--- src/verilog/aors_pkg.sv ---
// Constants, field positions and coding helpers for the output refresh scanner.
// Assumes a 200 MHz core clock and a 16-bit host data path.
package aors_pkg;
   localparam int NUM_CH = 8;
   localparam int CH_W = 3;
   localparam int CODE_W = 12;
   localparam int WORD_W = 16;
   localparam int ADDR_W = 5;

   // Byte addresses: control/status at 0x00-0x0E, channel codes at 0x10-0x1E
   localparam int REGION_BIT = 4;
   localparam int IDX_LSB = 1;
   localparam logic [ADDR_W-1:0] CTRL_BASE = 5'h00;
   localparam logic [ADDR_W-1:0] CODE_BASE = 5'h10;

   // Control and status word fields
   localparam int LED_OFF_BIT = 11;
   localparam int TWOS_BIT = 10;
   localparam int VOUT_BIT = 9;
   localparam int SCAN_BIT = 7;
   localparam logic [3:0] STAT_FIXED_HI = 4'hF;
   localparam logic [3:0] STAT_FIXED_LO = 4'h0;
   localparam logic STAT_RSVD = 1'h0;
   localparam logic CTRL_RST = 1'h0;
   localparam logic [3:0] CODE_PAD = 4'h0;

   localparam int CODE_SIGN_BIT = 11;
   localparam logic [CH_W-1:0] LAST_CH = 3'h7;
   localparam logic [CH_W-1:0] FIRST_CH = 3'h0;

   // Worst-case update time from a code write to the converter
   localparam int UPDATE_LIMIT_US = 792;
   localparam int CLK_PERIOD_PS = 5000;
   // One spare slot of margin: a write just missing its slot waits a full round
   localparam int SLOT_CYCLES_DEF =
      (UPDATE_LIMIT_US * 1000000 / CLK_PERIOD_PS) / (NUM_CH + 1);

   function automatic logic is_code_addr(input logic [ADDR_W-1:0] a);
      return a[REGION_BIT];
   endfunction

   function automatic logic [CH_W-1:0] addr_ch(input logic [ADDR_W-1:0] a);
      return a[IDX_LSB +: CH_W];
   endfunction

   // Two's complement is offset binary with the sign bit turned over
   function automatic logic [CODE_W-1:0] dac_coded(input logic [CODE_W-1:0] c,
                                                  input logic twos);
      logic [CODE_W-1:0] r;
      r = c;
      r[CODE_SIGN_BIT] = c[CODE_SIGN_BIT] ^ twos;
      return r;
   endfunction
endpackage

--- src/verilog/aors_store_if.sv ---
// Link between the scanner top and its code store.
// Assumes one clock; read data on both ports is combinational.
`timescale 1ns/1ps
`default_nettype none
interface aors_store_if;
   import aors_pkg::*;
   logic host_we;
   logic [CH_W-1:0] host_idx;
   logic [CODE_W-1:0] host_wdata;
   logic [CODE_W-1:0] host_rdata;
   logic [CH_W-1:0] scan_idx;
   logic [CODE_W-1:0] scan_rdata;
   modport owner (output host_we, host_idx, host_wdata, scan_idx,
                  input host_rdata, scan_rdata);
   modport store (input host_we, host_idx, host_wdata, scan_idx,
                  output host_rdata, scan_rdata);
endinterface
`default_nettype wire

--- src/verilog/aors_code_store.sv ---
// Eight-word channel code store with a host port and a scanner read port.
// Assumes the owner drives one write per cycle at most.
`timescale 1ns/1ps
`default_nettype none
module aors_code_store
   import aors_pkg::*;
(
   // Clock
   input wire logic core_clk,
   // Ports
   aors_store_if.store sif
);
   // No reset: contents are undefined until software loads them
   logic [CODE_W-1:0] mem [NUM_CH];

   always_ff @(posedge core_clk) begin
      if (sif.host_we) begin
         mem[sif.host_idx] <= sif.host_wdata;
      end
   end

   assign sif.host_rdata = mem[sif.host_idx];
   assign sif.scan_rdata = mem[sif.scan_idx];
endmodule
`default_nettype wire

--- src/verilog/aors_slot_timer.sv ---
// Refresh slot divider and channel counter.
// Assumes scan_en is a registered control level.
`timescale 1ns/1ps
`default_nettype none
module aors_slot_timer
   import aors_pkg::*;
#(
   parameter int SLOT_CYCLES = SLOT_CYCLES_DEF
) (
   // Clock and reset
   input wire logic core_clk,
   input wire logic rst_n,
   // Control
   input wire logic scan_en,
   // Slot outputs
   output logic slot_tick,
   output logic [CH_W-1:0] refresh_channel_index
);
   localparam int CNT_W = $clog2(SLOT_CYCLES);
   localparam logic [CNT_W-1:0] CNT_LAST = CNT_W'(SLOT_CYCLES - 1);
   localparam logic [CNT_W-1:0] CNT_ZERO = '0;
   localparam logic [CNT_W-1:0] CNT_ONE = CNT_W'(1);

   logic [CNT_W-1:0] div_cnt;

   assign slot_tick = scan_en && (div_cnt == CNT_LAST);

   always_ff @(posedge core_clk) begin
      if (!rst_n) begin
         div_cnt <= CNT_ZERO;
      end else if (!scan_en || slot_tick) begin
         div_cnt <= CNT_ZERO;
      end else begin
         div_cnt <= div_cnt + CNT_ONE;
      end
   end

   always_ff @(posedge core_clk) begin
      if (!rst_n) begin
         refresh_channel_index <= FIRST_CH;
      end else if (slot_tick) begin
         refresh_channel_index <= (refresh_channel_index == LAST_CH) ? FIRST_CH
                                  : refresh_channel_index + CH_W'(1);
      end
   end
endmodule
`default_nettype wire

--- src/verilog/aors_scanner.sv ---
// Top of the analog output refresh scanner: host port, control word,
// code store and converter feed.
// Assumes host strobes are one-cycle pulses synchronous to core_clk.
`timescale 1ns/1ps
`default_nettype none
//
// Contract
// - Eight channels appear as eight consecutive code words.
// - Code words are writable and read back the stored code.
// - Code is right-aligned in the low twelve bits.
// - Top four written bits are dropped and read back as zero.
// - A new code reaches its converter within 792 us when scanning.
// - Straight binary passes codes unchanged, 000 min, FFF max.
// - Two's complement maps 800 to minimum, 7FF to maximum.
// - Voltage connect bit 9 set closes the output switches.
// - Voltage connect bit clear holds the switches open.
// - Refresh runs only while scan bit 7 is set.
// - Bit 10 selects coding by inverting code bit 11.
// - Reset clears control bits: LED lit, outputs open, scan off.
// - Status low three bits show the refresh channel counter.
module aors_scanner
   import aors_pkg::*;
#(
   parameter int SLOT_CYCLES = SLOT_CYCLES_DEF
) (
   // Clock and reset
   input wire logic core_clk,
   input wire logic rst_n,
   // Host register port
   input wire logic host_wr,
   input wire logic host_rd,
   input wire logic [ADDR_W-1:0] host_addr,
   input wire logic [WORD_W-1:0] host_wdata,
   output logic [WORD_W-1:0] host_rdata,
   output logic host_rack,
   // Converter feed
   output logic [CODE_W-1:0] dac_code,
   output logic [CH_W-1:0] dac_channel,
   output logic dac_load,
   // Output stage control
   output logic vout_connect,
   output logic fail_led_on
);
   aors_store_if sif ();

   logic led_off;
   logic twos_comp;
   logic vout_en;
   logic scan_en;
   logic slot_tick;
   logic [CH_W-1:0] refresh_channel_index;
   logic ctrl_wr;
   logic [WORD_W-1:0] control_status_word;

   aors_code_store u_store (
      .core_clk(core_clk),
      .sif(sif.store)
   );

   aors_slot_timer #(
      .SLOT_CYCLES(SLOT_CYCLES)
   ) u_timer (
      .core_clk(core_clk),
      .rst_n(rst_n),
      .scan_en(scan_en),
      .slot_tick(slot_tick),
      .refresh_channel_index(refresh_channel_index)
   );

   assign sif.host_idx = addr_ch(host_addr);
   assign sif.host_we = host_wr && is_code_addr(host_addr);
   assign sif.host_wdata = host_wdata[CODE_W-1:0];
   assign sif.scan_idx = refresh_channel_index;
   assign ctrl_wr = host_wr && !is_code_addr(host_addr);

   always_ff @(posedge core_clk) begin
      if (!rst_n) begin
         led_off <= CTRL_RST;
         twos_comp <= CTRL_RST;
         vout_en <= CTRL_RST;
         scan_en <= CTRL_RST;
      end else if (ctrl_wr) begin
         led_off <= host_wdata[LED_OFF_BIT];
         twos_comp <= host_wdata[TWOS_BIT];
         vout_en <= host_wdata[VOUT_BIT];
         scan_en <= host_wdata[SCAN_BIT];
      end
   end

   assign vout_connect = vout_en;
   assign fail_led_on = !led_off;

   assign control_status_word = {STAT_FIXED_HI, led_off, twos_comp, vout_en,
                                 STAT_RSVD, scan_en, STAT_FIXED_LO,
                                 refresh_channel_index};

   // Read data is registered; a write in the same cycle takes priority
   always_ff @(posedge core_clk) begin
      if (!rst_n) begin
         host_rdata <= '0;
         host_rack <= 1'h0;
      end else begin
         host_rack <= host_rd && !host_wr;
         if (host_rd && !host_wr) begin
            host_rdata <= is_code_addr(host_addr) ? {CODE_PAD, sif.host_rdata}
                          : control_status_word;
         end
      end
   end

   always_ff @(posedge core_clk) begin
      if (!rst_n) begin
         dac_code <= '0;
         dac_channel <= FIRST_CH;
         dac_load <= 1'h0;
      end else begin
         dac_load <= slot_tick;
         if (slot_tick) begin
            dac_code <= dac_coded(sif.scan_rdata, twos_comp);
            dac_channel <= refresh_channel_index;
         end
      end
   end

   // Helper: cycles since the last converter load while scanning
   localparam int GAP_W = $clog2(SLOT_CYCLES) + 2;
   logic [GAP_W-1:0] gap_cnt;
   always_ff @(posedge core_clk) begin
      if (!rst_n || !scan_en || dac_load) begin
         gap_cnt <= '0;
      end else if (gap_cnt != '1) begin
         gap_cnt <= gap_cnt + GAP_W'(1);
      end
   end
endmodule
`default_nettype wire

--- config.mk ---
export PLATFORM = sky130hd
export DESIGN_NAME = aors_scanner
export DESIGN_NICKNAME = d
export VERILOG_FILES = /design/src/verilog/aors_pkg.sv /design/src/verilog/aors_store_if.sv /design/src/verilog/aors_code_store.sv /design/src/verilog/aors_slot_timer.sv /design/src/verilog/aors_scanner.sv
export SDC_FILE = /design/constraint.sdc
export NUM_CORES = 1
export LEC_CHECK = 0
export CAP_MARGIN = 20
export CORE_MARGIN = 2
export CORE_UTILIZATION = 50
export CTS_BUF_LIST = sky130_fd_sc_hd__clkbuf_4
export DETAILED_ROUTE_END_ITERATION = 12
export DONT_BUFFER_PORTS = 1
export PLACE_DENSITY_LB_ADDON = 0.08
export SLEW_MARGIN = 10
export SYNTH_ARGS = -nofsm -noshare
export SYNTH_HDL_FRONTEND = slang
export SYNTH_HIERARCHICAL = 1
export SYNTH_SLANG_ARGS = --single-unit
--- constraint.sdc ---
create_clock -name core_clk -period 1.9 [get_ports core_clk]
set_input_delay 0.285 -clock core_clk [delete_from_list [all_inputs] [get_ports core_clk]]
set_output_delay 0.285 -clock core_clk [all_outputs]
set_load 0.02 [all_outputs]
======== Word-level counts from Yosys, hierarchy flattened ========
Memory sizes are Yosys's and may differ from the RTL's. A register that Yosys moved wholly into a read port is not among the register bits.
Index checks and enable logic that the tools add are counted.
operators by class
  $add $sub $neg .......................... 2
  multipliers ............................. 0
  divide/modulo/power cells ............... 0
  order comparisons ....................... 0
  equal/unequal tests ..................... 2
  shifts and indexed selects .............. 0
  mux-type cells .......................... 6
  bitwise operators ....................... 2
  reduce and logical (&&, ||, !) cells .... 10
operator list
  operator                                                         number
  16-bit 2-to-1 mux                                                1
  15-bit by 1-bit adder with 15-bit output, second input constant  1
  15-bit == test, second input constant                            1
  3-bit 2-to-1 mux                                                 3
  1-bit logical AND                                                4
  1-bit zero test                                                  4
  3-bit by 1-bit adder with 3-bit output, second input constant    1
  3-bit == test, second input constant                             1
  1-bit 2-to-1 mux                                                 2
  2-bit OR reduction                                               1
  1-bit logical OR                                                 1
  1-bit inverter                                                   1
  1-bit XOR                                                        1
word-level totals
  register bits after elaboration ......... 55
  latch bits .............................. 0
  memory bits (writable) .................. 96
  ROM bits ................................ 0
  input port bits ......................... 25
  output and inout bits ................... 35
  logic and storage cells ................. 34
  memories ................................ 1
memories
  name         depth  bits a word  read ports  clocked after memory_dff  wr ports  line                   text
  u_store.mem  8      12           2           1                         1         aors_code_store.sv:14  logic [CODE_W-1:0] mem [NUM_CH];

======== Depth between registers and ports, before layout ========
  word-level depth ........................ 4
  depth in mapped cells ................... 8
  gate-level depth less buffers ........... 5

======== Hierarchy ========
Netlist, hierarchy kept.
by module, submodules not included
  module           times used  cells each  area an instance (um2)  sequential area each (um2)
  aors_code_store  1           246         4569.4                  2882.8
  aors_scanner     1           131         1390.1                  680.7
  aors_slot_timer  1           88          843.3                   360.3

======== Worst setup path before layout ========
OpenSTA, ideal clock, no wires.
  kind .................................... in2reg
  from .................................... input port host_addr[1]
  to ...................................... memory u_store.mem[0][0], enable pin
  setup time .............................. 0.396 ns
  arrival ................................. 1.712 ns
  data required time ...................... 1.504 ns
  setup slack ............................. -0.208 ns
  stages on the path ...................... 4
  buffers on the path ..................... 3
  cell sequence ........................... buf_2 -> buf_6 -> clkbuf_1 -> nor3_1
RTL lines
  element             line                   text
  start: declaration  aors_scanner.sv:32     input wire logic [ADDR_W-1:0] host_addr,
  end: declaration    aors_code_store.sv:14
Straight into the memory's write port.

======== Worst setup path after layout ========
  from .................................... register u_timer.div_cnt[12]
  to ...................................... register u_timer.div_cnt[11]
between the ends
  cells in the longest elaborated chain, start to end .. 4
ends and longest elaborated chain
  element                              line                   text
  start: declaration                   aors_slot_timer.sv:24  logic [CNT_W-1:0] div_cnt;
  start signal: assignment             aors_slot_timer.sv:34  div_cnt <= div_cnt + CNT_ONE;
  15-bit == test                       aors_slot_timer.sv:26  assign slot_tick = scan_en && (div_cnt == CNT_LAST);
  1-bit logical AND                    aors_slot_timer.sv:26
  1-bit logical OR                     aors_slot_timer.sv:31  end else if (!scan_en || slot_tick) begin
  2-bit OR reduction (no source line)  --
Every way passes these cells.
A chain may end at the register's enable or synchronous reset.

==> results.cfg <==
[setup_path]
crit_required_ns = 2.34
crit_type = flop to flop
critical_path.endpoint_type = flop
cp_max_fo = 15
worst-endpoint-arrival_ns = 2.26
cp-start-kind = flop

[timing]
final.period_utilization_pct = 95.7
fin_skew_ns = 0.0140
max_slew.worst_pin.slew_ns = 0.748
setup_viol = 0
max_slew_margin_pct = 50.0
rsz0062_at_grt = false
hold_viol = 0
layout_min_cycle_time_ns = 1.82
max_freq_ghz = 0.550
whs_ns = 0.0930
layout_setup_ws_ns = 0.0821
maxSlewViolCount = 0

[logic_synthesis]
synth_seq_area_share_pct = 57.7
netlist_instances = 465
synth_edf_count = 96
yosys.area.top_type = edfxtp_1
yosysMostFrequentCell = edfxtp_1
ys.warnings.count = 6
synth-main-ff-cell = edfxtp_1
syn-num-nets = 493
synth_area_leaders = edfxtp_1 42%, dfxtp_1 15%, mux4_1 8.1%, mux2i_1 6.0%, mux4_2 4.3%
syn_avg_cell_area_um2 = 14.6
synth.top_cells.by_count = 96 x edfxtp_1, 52 x dfxtp_1, 41 x mux2i_1
yosysTopAreaCellShare_pct = 42.4
synth.distinct_cells = 47
synth_area_mm2 = 0.00680
ys_async_sr_fraction_pct = 0
synth.ff_latch_count = 148

[floorplanning]
rows = 42
pin_count = 60
coreArea_mm2 = 0.0132
fp.dieW_um = 121
dieArea_mm2 = 0.0146
initial_core_util_pct = 51.4
die_h_um = 121

[clock_tree]
cts.path.max_buffers = 2
cts_buffers = 17
clkSinkCount = 148
cts.clk_slew.worst_paths_ns = 0.12
htreeDepth = 4
clk_latency_ns = 0.55
cts_tree = done
cts_root_buffer = clkbuf_4

[route]
drt_iter0_drc = 275
dr.pass1.iters = 6
vias_per_cell = 5.82
routed_wl_mm = 15.2
post_drt_wl_per_cell_um = 22.0
antenna_left = 0
drc = 0
num_vias = 4023

[place]
place_ws_ns = 0.0632
routabilityCongestion = 0.819
port_buffers = 0
dp_hpwl_mm = 9.96

[global_route]
grt_pass1_wl_mm = 23.2
antenna_found_initial = 0
grt_max_degree = 42
first_global_vias = 4112
track_usage_pct = 22.0
grt-ovfl-total = 0

[layout]
nets = 530
area_delta_synth_final_pct = 11.1
layout-drive-gt1-share_pct = 21.4
diodes = 0

[min_path]
hp-class = input pin to flop

[pwr]
p_leak_uw = 0.00257
powerDensity_mw_per_mm2 = 758
peakVddDrop_mv = 0.349

[outcome]
outcome = completed

[flow_run]
cap_violations = 0
==> sequential cells by signal (all words and copies together) (netlist names), 3 cells and up <==
| name | flops |
|---|---|
| u_store/mem | 96 |
| u_timer/div_cnt | 15 |
| host_rdata | 13 |
| dac_code | 12 |
| dac_channel | 3 |
| u_timer/refresh_channel_index | 3 |
==> final cells by class <==
type | count | area, um2
Inverter | 9 | 33.8
Multi-Input combinational cell | 274 | 2630
Clock buffer | 20 | 150
Timing Repair Buffer | 52 | 489
Sequential cell | 148 | 3920
Fill cell | 1101 | 5680
Tap cell | 176 | 220
Clock inverter | 12 | 111
==> layer usage <==
metal	vias up	wire, um	track usage (%)
met4	0	357	9.16
met3	26	711	4.95
met2	98	7480	36.4
met1	2022	6680	28.1
li1	1877	-	-
met5	-	0	0
==> final timing paths <==
kind | from | endpoint | slack [ns] | cells after the start
min reg2reg | host_rdata[14] | host_rdata[14] | 0.51 | 1
max | u_timer/div_cnt[12] | u_timer/div_cnt[11] | 0.08 | 4
max reg2reg | u_timer/div_cnt[12] | u_timer/div_cnt[11] | 0.08 | 4
min | host_addr[1] | u_store/mem[4][2] | 0.09 | 2
==> worst max-delay path: stages (launching register included) <==
cell     delay (ns)
dfxtp_1        0.36
or4b_4         0.54
or4_1          0.53
nand3_4        0.21
nor2_1         0.07
==> layout by cell type (no fill, tap or decap), types with 3 or more instances in the layout <==
cell,n
edfxtp_1,96
dfxtp_1,52
mux2i_1,41
buf_4,31
nand2_1,21
nor2b_1,21
nor2_1,21
mux4_1,21
clkbuf_4,20
mux2_2,17
dlygate4sd3_1,16
a21oi_1,15
mux4_2,13
nand3_1,10
inv_1,9
o21ai_0,7
xnor2_1,7
a211o_1,7
o211ai_1,7
a22oi_1,6
o32a_1,6
xor2_1,6
clkinv_2,5
a21boi_0,4
and3_1,4
and2_1,3
a21boi_1,3
inv_4,3
buf_12,3
nand2b_1,3
nand4_1,3
ha_1,3
==> logic make-up after synthesis <==
kind of cell,count (synthesis),synth area share [%]
DFF,148,57.7
and+or+nand+nor,108,8.83
muxes,92,21.3
AOI/OAI and AO/OA,58,5.94
buffers and inverters,43,4.06
xor gates and xnor gates,13,1.67
adders and majority gates,3,0.552
==> report_power, final <==
| group | switching, uW | internal (uW) | leakage, uW |
|---|---|---|---|
| Combinational | 172 | 158 | 0.00112 |
| Sequential | 49.5 | 3480 | 0.00129 |
| Clock | 1060 | 808 | 0.000162 |
==> repair_timing <==
action,4_1_cts,5_1_grt
setup endpoints to repair,0,12
setup buffers,0,1
gates resized for setup,0,1
endpoints found under the hold margin,133,15
hold buffers,15,1
==> stage by stage <==
step	area, um2	utilization [%]	power [uW]	cells	setup TNS (ns)
2_1_floorplan	6820	-	3850	465	-4.99
3_3_place_gp	7090	53.5	3860	640	0
3_5_place_dp	7090	53.5	3870	640	0
4_1_cts	7500	56.6	5810	687	0
5_1_grt	7560	57.1	5950	691	0
6_report	7560	57.1	5730	691	0
Power figures use the tool's default switching activity.
